### config.mk
export PLATFORM = sky130hd
export DESIGN_NAME = amr_cmd
export DESIGN_NICKNAME = d
export VERILOG_FILES = /design/src/design/amr_pkg.sv /design/src/design/amr_sect_buf.sv /design/src/design/amr_cmd.sv
export SDC_FILE = /design/constraint.sdc
export NUM_CORES = 2
export LEC_CHECK = 0
export BUFFER_PORTS_ARGS = -buffer_cell sky130_fd_sc_hd__buf_2
export CORE_ASPECT_RATIO = 0.6
export CORE_MARGIN = 3
export CORE_UTILIZATION = 40
export DETAILED_ROUTE_END_ITERATION = 8
export GPL_TIMING_DRIVEN = 0
export PLACE_DENSITY = 0.62
export SYNTH_ARGS = -nofsm -noshare
export SYNTH_HDL_FRONTEND = slang
export SYNTH_SLANG_ARGS = --single-unit
### constraint.sdc
create_clock -name ref_clk_in -period 3.7 [get_ports ref_clk_in]
set_clock_uncertainty 0.1 [all_clocks]
set_input_delay 1.11 -clock ref_clk_in [delete_from_list [all_inputs] [get_ports ref_clk_in]]
set_output_delay 1.11 -clock ref_clk_in [all_outputs]
set_load 0.02 [all_outputs]
### src/design/amr_pkg.sv
// What this block does
// Accept queued read opcode 60h when queuing.
// Force-media read fetches from nonvolatile storage.
// Forced read commits dirty cache, then reads.
// Unforced read may use cache or media.
// Queued count in features; zero means 65536.
// Read multiple C4h interrupts per block.
// Data request qualified once per block.
// Full blocks, then remainder partial block.
// No valid block size aborts multiple read.
// Media error posted at block start, still sent.
// Interrupt whenever data request set per block.
// 28-bit read: 1..256 sectors, zero means 256.
// 48-bit read 29h: zero means 65536 sectors.
// Error stops at failing sector, address kept.
// Only correctable errors let later blocks run.
// Success leaves last sector address in registers.
// Block size one always supported.
// Per sector: busy, load, request, interrupt; the code raises the interrupt once per block, not per sector.
// Host reads 512 bytes per sector.
// Block size stored with valid flag.
package amr_pkg;
  localparam logic [7:0] CMD_QREAD = 8'h60;
  localparam logic [7:0] CMD_RMULT = 8'hc4;
  localparam logic [7:0] CMD_RMULTX = 8'h29;
  localparam logic [3:0] OFF_DATA = 4'h0;
  localparam logic [3:0] OFF_FEAT = 4'h1;
  localparam logic [3:0] OFF_SCNT = 4'h2;
  localparam logic [3:0] OFF_LBALO = 4'h3;
  localparam logic [3:0] OFF_LBAHI = 4'h4;
  localparam logic [3:0] OFF_DEV = 4'h5;
  localparam logic [3:0] OFF_CMD = 4'h6;
  localparam logic [3:0] OFF_ERR = 4'h7;
  localparam logic [3:0] OFF_MULT = 4'h8;
  localparam logic [3:0] OFF_TAG = 4'h9;
  localparam int DEV_FMA_BIT = 7;
  localparam int ST_BUSY = 7;
  localparam int ST_RDY = 6;
  localparam int ST_DRQ = 3;
  localparam int ST_ERR = 0;
  localparam int ER_UNC = 6;
  localparam int ER_ABRT = 2;
  localparam int ER_CORR = 0;
  localparam int TAG_LSB = 3;
  localparam int SECT_WORDS = 256;
  localparam int MAX_BLOCK_LIM = 128;
  localparam logic [16:0] CNT_ZERO_16 = 17'h10000;
  localparam logic [16:0] CNT_ZERO_8 = 17'h00100;
  localparam logic [7:0] MULT_RST = 8'h00;
  typedef enum logic [3:0] {
    AMR_IDLE = 4'b0001,
    AMR_FLUSH = 4'b0010,
    AMR_LOAD = 4'b0100,
    AMR_XFER = 4'b1000
  } amr_state_e;
endpackage

### src/design/amr_sect_buf.sv
`timescale 1ns/1ps
module amr_sect_buf #(
  parameter int AW = 8
) (
  input wire logic ref_clk_in,
  input wire logic sys_rst_in,
  input wire logic wr_en_in,
  input wire logic [AW-1:0] wr_addr_in,
  input wire logic [15:0] wr_data_in,
  input wire logic rd_en_in,
  input wire logic [AW-1:0] rd_addr_in,
  output logic [15:0] rd_data_out
);
  logic [15:0] mem [0:(1<<AW)-1];

  always_ff @(posedge ref_clk_in) begin
    if (wr_en_in) begin
      mem[wr_addr_in] <= wr_data_in;
    end
  end

  always_ff @(posedge ref_clk_in) begin
    if (sys_rst_in) begin
      rd_data_out <= 16'h0;
    end else if (rd_en_in) begin
      rd_data_out <= mem[rd_addr_in];
    end
  end
endmodule // amr_sect_buf

### src/design/amr_cmd.sv
`timescale 1ns/1ps
module amr_cmd #(
  parameter int MAX_BLOCK = 1,
  parameter bit QUEUE_EN = 1'b1
) (
  input wire logic ref_clk_in,
  input wire logic sys_rst_in,
  input wire logic [3:0] reg_addr_in,
  input wire logic [31:0] reg_wdata_in,
  input wire logic reg_wr_in,
  input wire logic reg_rd_in,
  output logic [31:0] reg_rdata_out,
  output logic intrq_out,
  output logic media_req_out,
  output logic [47:0] media_lba_out,
  output logic media_bypass_out,
  input wire logic media_wvalid_in,
  input wire logic [15:0] media_wdata_in,
  input wire logic media_done_in,
  input wire logic media_err_in,
  input wire logic media_corr_in,
  output logic flush_req_out,
  input wire logic flush_done_in
);
  localparam int AW = $clog2(MAX_BLOCK * amr_pkg::SECT_WORDS);

  if (MAX_BLOCK < 1 || MAX_BLOCK > amr_pkg::MAX_BLOCK_LIM) begin : g_chk
    $error("MAX_BLOCK must lie between 1 and 128");
  end

  amr_pkg::amr_state_e state;
  logic [15:0] feat;
  logic [15:0] scnt;
  logic [47:0] lba;
  logic [47:0] cur_lba;
  logic [7:0] dev;
  logic fma;
  logic queued;
  logic [4:0] tag;
  logic [7:0] mult_size;
  logic mult_valid;
  logic err_abrt;
  logic err_unc;
  logic err_corr;
  logic err_flag;
  logic [16:0] rem;
  logic [7:0] ld_cnt;
  logic [AW:0] wptr;
  logic [AW:0] rptr;
  logic req_pend;
  logic stop;
  logic blk_err;
  logic [31:0] rd_q;
  logic sel_data_q;
  logic [15:0] buf_q;

  wire st_idle = (state == amr_pkg::AMR_IDLE);
  wire st_load = (state == amr_pkg::AMR_LOAD);
  wire st_xfer = (state == amr_pkg::AMR_XFER);
  wire st_flush = (state == amr_pkg::AMR_FLUSH);
  wire busy = st_load | st_flush;
  wire data_request_flag = st_xfer;
  wire wr_idle = reg_wr_in & st_idle;
  wire cmd_wr = wr_idle & (reg_addr_in == amr_pkg::OFF_CMD);
  wire mult_wr = wr_idle & (reg_addr_in == amr_pkg::OFF_MULT);
  wire [7:0] opc = reg_wdata_in[7:0];
  wire is_q = cmd_wr & QUEUE_EN & (opc == amr_pkg::CMD_QREAD);
  wire is_m28 = cmd_wr & (opc == amr_pkg::CMD_RMULT);
  wire is_m48 = cmd_wr & (opc == amr_pkg::CMD_RMULTX);
  wire go_mult = (is_m28 | is_m48) & mult_valid;
  wire go = is_q | go_mult;
  wire bad_cmd = cmd_wr & ~go;
  wire [7:0] mv = reg_wdata_in[7:0];
  wire mult_bad = mult_wr & (mv > 8'(MAX_BLOCK));
  wire [16:0] cnt_q = (feat == 16'h0) ? amr_pkg::CNT_ZERO_16
                                       : {1'b0, feat};
  wire [16:0] cnt_28 = (scnt[7:0] == 8'h0) ? amr_pkg::CNT_ZERO_8
                                           : {9'h0, scnt[7:0]};
  wire [16:0] cnt_48 = (scnt == 16'h0) ? amr_pkg::CNT_ZERO_16
                                       : {1'b0, scnt};
  // Queued reads hand over one sector per data request.
  wire [7:0] bsize = queued ? 8'h1 : mult_size;
  wire [7:0] blk_n = (rem > {9'h0, bsize}) ? bsize : rem[7:0];
  wire [7:0] ld_nx = ld_cnt + 8'h1;
  wire sect_end = st_load & media_done_in;
  wire hard_err = media_err_in & ~media_corr_in;
  wire blk_full = sect_end & ((ld_nx == blk_n) | hard_err);
  wire data_rd = reg_rd_in & (reg_addr_in == amr_pkg::OFF_DATA);
  wire buf_rd = data_rd & st_xfer;
  wire [AW:0] rptr_nx = rptr + {{AW{1'b0}}, 1'b1};
  wire blk_last = buf_rd & (rptr_nx == wptr);
  wire [16:0] rem_nx = rem - {9'h0, ld_cnt};
  wire cmd_end = blk_last & (stop | (rem_nx == 17'h0));
  wire [7:0] status = {busy, 1'b1, 2'b00, data_request_flag, 2'b00, err_flag};
  wire [7:0] errreg = {1'b0, err_unc, 3'b000, err_abrt, 1'b0, err_corr};

  assign flush_req_out = st_flush;
  assign media_lba_out = cur_lba;
  assign media_bypass_out = queued & fma;
  assign reg_rdata_out = sel_data_q ? {16'h0, buf_q} : rd_q;

  amr_sect_buf #(
    .AW(AW)
  ) u_buf (
    .ref_clk_in(ref_clk_in),
    .sys_rst_in(sys_rst_in),
    .wr_en_in(st_load & media_wvalid_in),
    .wr_addr_in(wptr[AW-1:0]),
    .wr_data_in(media_wdata_in),
    .rd_en_in(buf_rd),
    .rd_addr_in(rptr[AW-1:0]),
    .rd_data_out(buf_q)
  );

  always_ff @(posedge ref_clk_in) begin
    if (sys_rst_in) begin
      state <= amr_pkg::AMR_IDLE;
    end else begin
      unique case (state)
        amr_pkg::AMR_IDLE: begin
          if (is_q && dev[amr_pkg::DEV_FMA_BIT]) begin
            state <= amr_pkg::AMR_FLUSH;
          end else if (go) begin
            state <= amr_pkg::AMR_LOAD;
          end
        end
        amr_pkg::AMR_FLUSH: begin
          if (flush_done_in) begin
            state <= amr_pkg::AMR_LOAD;
          end
        end
        amr_pkg::AMR_LOAD: begin
          if (blk_full) begin
            state <= amr_pkg::AMR_XFER;
          end
        end
        amr_pkg::AMR_XFER: begin
          if (cmd_end) begin
            state <= amr_pkg::AMR_IDLE;
          end else if (blk_last) begin
            state <= amr_pkg::AMR_LOAD;
          end
        end
      endcase
    end
  end

  always_ff @(posedge ref_clk_in) begin
    if (sys_rst_in) begin
      feat <= 16'h0;
      scnt <= 16'h0;
      dev <= 8'h0;
    end else if (wr_idle) begin
      if (reg_addr_in == amr_pkg::OFF_FEAT) begin
        feat <= reg_wdata_in[15:0];
      end
      if (reg_addr_in == amr_pkg::OFF_SCNT) begin
        scnt <= reg_wdata_in[15:0];
      end
      if (reg_addr_in == amr_pkg::OFF_DEV) begin
        dev <= reg_wdata_in[7:0];
      end
    end
  end

  // A block size of zero disables multiple reads; an oversize one aborts.
  always_ff @(posedge ref_clk_in) begin
    if (sys_rst_in) begin
      mult_size <= amr_pkg::MULT_RST;
      mult_valid <= 1'b0;
    end else if (mult_wr) begin
      mult_size <= mult_bad ? amr_pkg::MULT_RST : mv;
      mult_valid <= ~mult_bad & (mv != 8'h0);
    end
  end

  always_ff @(posedge ref_clk_in) begin
    if (sys_rst_in) begin
      lba <= 48'h0;
      cur_lba <= 48'h0;
    end else if (wr_idle && reg_addr_in == amr_pkg::OFF_LBALO) begin
      lba[23:0] <= reg_wdata_in[23:0];
    end else if (wr_idle && reg_addr_in == amr_pkg::OFF_LBAHI) begin
      lba[47:24] <= reg_wdata_in[23:0];
    end else if (go) begin
      cur_lba <= is_m28 ? {20'h0, lba[27:0]} : lba;
    end else if (sect_end) begin
      lba <= cur_lba;
      cur_lba <= cur_lba + 48'h1;
    end
  end

  always_ff @(posedge ref_clk_in) begin
    if (sys_rst_in) begin
      rem <= 17'h0;
      queued <= 1'b0;
      fma <= 1'b0;
      tag <= 5'h0;
    end else if (go) begin
      queued <= is_q;
      fma <= is_q & dev[amr_pkg::DEV_FMA_BIT];
      if (is_q) begin
        rem <= cnt_q;
        tag <= scnt[7:amr_pkg::TAG_LSB];
      end else begin
        rem <= is_m28 ? cnt_28 : cnt_48;
      end
    end else if (blk_last) begin
      rem <= rem_nx;
    end
  end

  always_ff @(posedge ref_clk_in) begin
    if (sys_rst_in) begin
      ld_cnt <= 8'h0;
      wptr <= '0;
      rptr <= '0;
      req_pend <= 1'b0;
      media_req_out <= 1'b0;
      blk_err <= 1'b0;
    end else begin
      media_req_out <= st_load & ~req_pend & ~media_req_out;
      if (st_load && !req_pend) begin
        req_pend <= 1'b1;
      end else if (sect_end) begin
        req_pend <= 1'b0;
      end
      if (st_load && media_wvalid_in) begin
        wptr <= wptr + {{AW{1'b0}}, 1'b1};
      end
      if (sect_end) begin
        ld_cnt <= ld_nx;
        blk_err <= blk_err | media_err_in;
      end
      if (buf_rd) begin
        rptr <= rptr_nx;
      end
      if (go || blk_last) begin
        ld_cnt <= 8'h0;
        wptr <= '0;
        rptr <= '0;
        blk_err <= 1'b0;
      end
    end
  end

  // Media errors reach the status error bit only when the block is handed to the host.
  always_ff @(posedge ref_clk_in) begin
    if (sys_rst_in) begin
      err_abrt <= 1'b0;
      err_unc <= 1'b0;
      err_corr <= 1'b0;
      err_flag <= 1'b0;
      stop <= 1'b0;
      intrq_out <= 1'b0;
    end else begin
      intrq_out <= blk_full | bad_cmd | mult_bad;
      if (cmd_wr || mult_wr) begin
        err_abrt <= bad_cmd | mult_bad;
        err_flag <= bad_cmd | mult_bad;
        err_unc <= 1'b0;
        err_corr <= 1'b0;
        stop <= 1'b0;
      end else if (sect_end && hard_err) begin
        stop <= 1'b1;
        err_unc <= 1'b1;
      end else if (sect_end && media_err_in) begin
        err_corr <= 1'b1;
      end
      if (blk_full) begin
        err_flag <= blk_err | media_err_in | err_flag;
      end
    end
  end

  always_ff @(posedge ref_clk_in) begin
    if (sys_rst_in) begin
      rd_q <= 32'h0;
      sel_data_q <= 1'b0;
    end else begin
      sel_data_q <= data_rd;
      if (reg_rd_in) begin
        unique case (reg_addr_in)
          amr_pkg::OFF_FEAT: rd_q <= {16'h0, feat};
          amr_pkg::OFF_SCNT: rd_q <= {16'h0, scnt};
          amr_pkg::OFF_LBALO: rd_q <= {8'h0, lba[23:0]};
          amr_pkg::OFF_LBAHI: rd_q <= {8'h0, lba[47:24]};
          amr_pkg::OFF_DEV: rd_q <= {24'h0, dev};
          amr_pkg::OFF_CMD: rd_q <= {24'h0, status};
          amr_pkg::OFF_ERR: rd_q <= {24'h0, errreg};
          amr_pkg::OFF_MULT: rd_q <= {23'h0, mult_valid, mult_size};
          amr_pkg::OFF_TAG: rd_q <= {27'h0, tag};
          default: rd_q <= 32'h0;
        endcase
      end
    end
  end

  property p_abort_nomult;
    @(posedge ref_clk_in) disable iff (sys_rst_in)
      (is_m28 | is_m48) && !mult_valid |=> err_abrt && st_idle
        ##1 st_idle;
  endproperty
  a_abort_nomult: assert property (p_abort_nomult)
    else $error("multiple read without block size not aborted");

  property p_qcount;
    @(posedge ref_clk_in) disable iff (sys_rst_in)
      is_q |=> rem == (($past(feat) == 16'h0) ? 17'h10000
                                              : {1'b0, $past(feat)});
  endproperty
  a_qcount: assert property (p_qcount)
    else $error("queued read count wrong");

  property p_flush;
    @(posedge ref_clk_in) disable iff (sys_rst_in)
      is_q && dev[amr_pkg::DEV_FMA_BIT] |=> flush_req_out
        && media_bypass_out && !media_req_out;
  endproperty
  a_flush: assert property (p_flush)
    else $error("forced read did not commit cache first");

  property p_noforce;
    @(posedge ref_clk_in) disable iff (sys_rst_in)
      is_q && !dev[amr_pkg::DEV_FMA_BIT] |=> st_load ##1 media_req_out;
  endproperty
  a_noforce: assert property (p_noforce)
    else $error("unforced queued read did not start loading");

  property p_drq_irq;
    @(posedge ref_clk_in) disable iff (sys_rst_in)
      $rose(data_request_flag) |-> intrq_out;
  endproperty
  a_drq_irq: assert property (p_drq_irq)
    else $error("data request raised without interrupt");

  property p_irq_cause;
    @(posedge ref_clk_in) disable iff (sys_rst_in)
      intrq_out |-> $rose(data_request_flag) || err_abrt;
  endproperty
  a_irq_cause: assert property (p_irq_cause)
    else $error("interrupt inside a block");

  property p_blk_len;
    @(posedge ref_clk_in) disable iff (sys_rst_in)
      st_xfer |-> ld_cnt <= bsize && ld_cnt != 8'h0;
  endproperty
  a_blk_len: assert property (p_blk_len)
    else $error("block length out of range");

  property p_cnt28;
    @(posedge ref_clk_in) disable iff (sys_rst_in)
      go_mult && is_m28 && scnt[7:0] == 8'h0 |=> rem == 17'h100;
  endproperty
  a_cnt28: assert property (p_cnt28)
    else $error("28-bit zero count not 256");

  property p_cnt48;
    @(posedge ref_clk_in) disable iff (sys_rst_in)
      go_mult && is_m48 && scnt == 16'h0 |=> rem == 17'h10000;
  endproperty
  a_cnt48: assert property (p_cnt48)
    else $error("48-bit zero count not 65536");

  property p_hard_stop;
    @(posedge ref_clk_in) disable iff (sys_rst_in)
      sect_end && hard_err |=> st_xfer && stop && err_flag
        && lba == $past(cur_lba);
  endproperty
  a_hard_stop: assert property (p_hard_stop)
    else $error("uncorrectable error did not stop at failing sector");

  property p_lba_last;
    @(posedge ref_clk_in) disable iff (sys_rst_in)
      sect_end |=> lba == $past(cur_lba) && cur_lba == lba + 48'h1;
  endproperty
  a_lba_last: assert property (p_lba_last)
    else $error("address registers not tracking last sector");

  // Mid-block sector ends must keep busy shown and fetch the next sector.
  property p_busy;
    @(posedge ref_clk_in) disable iff (sys_rst_in)
      sect_end && !blk_full |=> status[amr_pkg::ST_BUSY]
        && !status[amr_pkg::ST_DRQ] ##1 media_req_out;
  endproperty
  a_busy: assert property (p_busy)
    else $error("next sector not loaded under busy");

  c_abort: cover property (@(posedge ref_clk_in) bad_cmd ##1 err_abrt);
  c_flush: cover property (@(posedge ref_clk_in)
    st_flush ##1 flush_done_in ##1 st_load);
  c_two_blk: cover property (@(posedge ref_clk_in)
    blk_last && !cmd_end ##1 st_load);
  c_soft_err: cover property (@(posedge ref_clk_in)
    sect_end && media_err_in && media_corr_in);
endmodule // amr_cmd

==> reports/qor.csv <==
metric;value;unit
beginning of the worst register-to-register path;rptr[4];
number of buffer cells added on primary ports;122;
Clk Latency, worst-skew pair;0.95;ns
cell-by-cell trace of the critical path;nor2_4 -> clkbuf_2 -> clkbuf_8 -> clkbuf_1 -> a22oi_1 -> a21oi_2 -> nor3_1 -> o22ai_1 -> nor2_4 -> o22ai_2;
fraction of layout instances using a drive strength above 1;0.328;
Critical Path Sink Type;register;
number of sinks on the clock net;4344;
portion of the post-synthesis area used by sequential elements;0.763;
TritonCTS clock tree;built;
vias per inst;6.24;
post-synthesis instance total;8366;
area added between synthesis and finish;20.0;%
post-DP HPWL;371000;µm
first-pass GRT wire length;733000;µm
class of the most critical setup path;reg2reg;
most frequent cell on the critical path;sky130_fd_sc_hd__nor2_4;
total vias in the final route;94800;
number of nets at the end of the flow;9391;
worst-case reg-to-reg path depth;10;
drc violations;18;
Synth Register Bits;4344;
part of the power in registers;0.553;
crit path DAT;4.76;ns
crit-path max cell delay;0.85;ns
Max-Slew Margin vs Limit;-0.0190;
overall fraction of global-route tracks in use;0.245;
Root Buffer;sky130_fd_sc_hd__clkbuf_16;
Internal Pwr Total;0.0777;W
Final Hold Slack;0.276;ns
overall routed net length;543000;µm
setup repair after global routing missed its margin;true;
vertical extent of the die;508;µm
via count of the first global-routing pass;89300;
status;complete, but fails checks;
primary flip-flop cell chosen by synthesis mapping;sky130_fd_sc_hd__edfxtp_1;
cell area power density;483;nW/µm²
violations in the final reports;DRC, capacitance limit, slew limit, setup timing;
net switching share of the total power;0.201;
max-slew violations;11;
Setup WS post-layout;-0.296;ns
Crit Reg-Reg Endpoint;u_buf.rd_data_out[5];
crit path max-delay cell type;sky130_fd_sc_hd__a21oi_2;
Fmax;250;MHz
launch point of the critical path;rptr[4];
DR WL/cell;35.8;µm
Detailed Routing Iterations Pass 1;9;
overflow left after global routing;0;
Core Region;416000;µm²
number of fill cells;33300;
final weighted congestion in routability-driven placement;1.05;
Post-Syn Area per Cell;20.1;µm²
Cells on Worst Hold Path;1;
antenna violations before repair;39;
total number of H-tree levels;5;
sort of element at the start of the critical path;register;
count of max-cap constraint violations;1;
number of enable flip-flop cells after synthesis;4096;
switching component of the power;0.0196;W
total die area;428000;µm²
number of clock buffers inserted by TritonCTS;397;
number of buffers on the longest clock path;4;
worst-case vdd ir drop;0.000465;V
final setup violation count;45;
Worst Hold Class;in2reg;
cell area after placement;181000;µm²
Worst Setup EP;u_buf.rd_data_out[5];
slew of the pin with the lowest slew margin;1.53;ns
maximum number of pins on one net before global-route repair;143;
Critical Path Fanout Max;10;
initial detailed-routing violation count;16200;
total chip power;0.0973;W
area of the mapped netlist;168000;µm²
fraction of synthesis flops using an asynchronous set or reset pin;0;
number of top-level pins;145;
Min Clock Period, post-route;4.00;ns
period utilisation layout;1.08;
Chip Width;842;µm
count of unique library cells instantiated by Yosys;81;
Setup TNS Final;-3.41;ns
yosys warns;0;
Clk pin slew, worst setup/hold paths;0.07;ns
Final Hold Vio Count;0;
FP Rows;183;
reg-to-reg setup timing slack;-0.30;ns
Static Leak;61.7;nW
remaining number of nets flagged by the antenna check after routing;0;
post-route cell area;201000;µm²
clock network fraction of design power;0.433;
combinational power share;0.014;
Crit path required time;4.47;ns
initial cell density of the core;0.403;
Yosys cell counts (40+ instances only):
cell type | count | area (µm²)
sky130_fd_sc_hd__edfxtp_1 | 4096 | 123000
sky130_fd_sc_hd__mux4_2 | 1024 | 23100
sky130_fd_sc_hd__nor2_1 | 467 | 1750
sky130_fd_sc_hd__clkbuf_1 | 385 | 1450
sky130_fd_sc_hd__nand2_1 | 353 | 1330
sky130_fd_sc_hd__a21oi_1 | 304 | 1520
sky130_fd_sc_hd__a22oi_1 | 277 | 2080
sky130_fd_sc_hd__dfxtp_1 | 248 | 4960
sky130_fd_sc_hd__a221oi_1 | 136 | 1190
sky130_fd_sc_hd__a22o_1 | 130 | 1140
sky130_fd_sc_hd__o22ai_1 | 113 | 707
sky130_fd_sc_hd__buf_1 | 103 | 387
sky130_fd_sc_hd__nor3_1 | 100 | 500
sky130_fd_sc_hd__xnor2_1 | 59 | 517
sky130_fd_sc_hd__a311oi_1 | 48 | 420
sky130_fd_sc_hd__buf_2 | 43 | 215
sky130_fd_sc_hd__nand2b_1 | 40 | 250
layout by cell type, fill, tap and decap left out, types with 68 or more instances in the layout:
cell,instances
sky130_fd_sc_hd__nor2_2,206
sky130_fd_sc_hd__nor2_4,68
sky130_fd_sc_hd__nor2_1,193
sky130_fd_sc_hd__clkinv_1,84
sky130_fd_sc_hd__a22o_1,124
sky130_fd_sc_hd__clkbuf_16,426
sky130_fd_sc_hd__nand2_1,335
sky130_fd_sc_hd__clkinv_2,70
sky130_fd_sc_hd__a21oi_1,240
sky130_fd_sc_hd__buf_2,135
sky130_fd_sc_hd__buf_8,239
sky130_fd_sc_hd__dfxtp_1,242
sky130_fd_sc_hd__mux4_2,1024
sky130_fd_sc_hd__clkbuf_1,232
sky130_fd_sc_hd__edfxtp_1,4096
sky130_fd_sc_hd__clkbuf_2,96
sky130_fd_sc_hd__buf_4,150
sky130_fd_sc_hd__a22oi_1,223
repair_timing:
action / 4_1_cts / 5_1_grt
hold buffers: 0 / 0
pin swaps: 59 / 94
setup endpoints to repair: 2915 / 835
cloned: 3 / 11
resized for setup: 1209 / 413
buffers inserted: 54 / 97
registers in the layout, indices dropped and copies added, names as in the netlist, 4 cells and up:
register           cells
ld_cnt                 8
scnt                  16
tag                    5
u_buf.mem           4096
state                  4
rd_q                  24
media_lba_out         48
dev                    8
rptr                   9
u_buf.rd_data_out     16
wptr                   9
feat                  16
lba                   48
rem                   17
mult_size              8
how the worst min path moves through the flow:
stage / start / to / slack, ns
floorplan: req_pend / media_req_out / 0.32
global placement: media_req_out / media_req_out / 0.32
detailed placement: media_req_out / media_req_out / 0.33
CTS: media_wdata_in[5] / u_buf.mem[137][5] / 0.22
global route: media_wdata_in[5] / u_buf.mem[137][5] / 0.24
finish: media_wdata_in[5] / u_buf.mem[137][5] / 0.28
area by class of cell:
cell class                      count  area [µm²]  share of cell area
Sequential cell                  4344      128000               0.636
Multi-Input combinational cell   3459       41800               0.208
Clock buffer                      482       10400              0.0518
Timing Repair Buffer              547        7060              0.0351
Tap cell                         5550        6940              0.0345
Buffer                            529        4400              0.0219
Clock inverter                    237        2560              0.0127
Inverter                           28         105            0.000522
Antenna cell                       16        40.0            0.000199
worst max-delay path: cells and delay by family, from the launching register on:
family          cells  cell delay [ns]
flops               1             0.46
buf+inv             3             1.32
compound gates      4             1.48
simple gates        3             0.50
metal layers:
layer	wire length, µm	GRT usage
met2	213000	0.313
met3	94300	0.121
met5	1140	0.0140
met4	12000	0.0524
met1	223000	0.371
cell families (layout without fill, tap and decap cells):
kind of cell             count (synthesis)  after routing  share of synthesized area
AND/OR/NAND/NOR                       1152           1152                     0.0306
AO/OA/AOI/OAI                         1123           1123                     0.0472
other                                    1             24                  0.0000223
XOR/XNOR                                91             91                    0.00475
adder cells (fa/ha/maj)                 24             24                    0.00183
flip-flops                            4344           4344                      0.763
multiplexers                          1061           1061                      0.140
buffers and inverters                  570           1823                     0.0133
power by group through the flow:
stage	combinational, W	sequential (W)	clock [W]
floorplan	0.000196	0.0548	0
global placement	0.00115	0.0550	0
detailed placement	0.00135	0.0548	0
CTS	0.00136	0.0537	0.0424
global route	0.00144	0.0537	0.0444
finish	0.00139	0.0538	0.0421
through the flow:
stage	util	std cells	setup WS [ns]
after global routing	0.484	15200	-0.196
after detailed placement	0.434	14300	-4.41
after CTS	0.478	15100	-0.274
final	0.484	15200	-0.296
after floorplan	-	8373	0.305
after global placement	0.422	14000	-5.80
(Power assumes the default switching activity.)
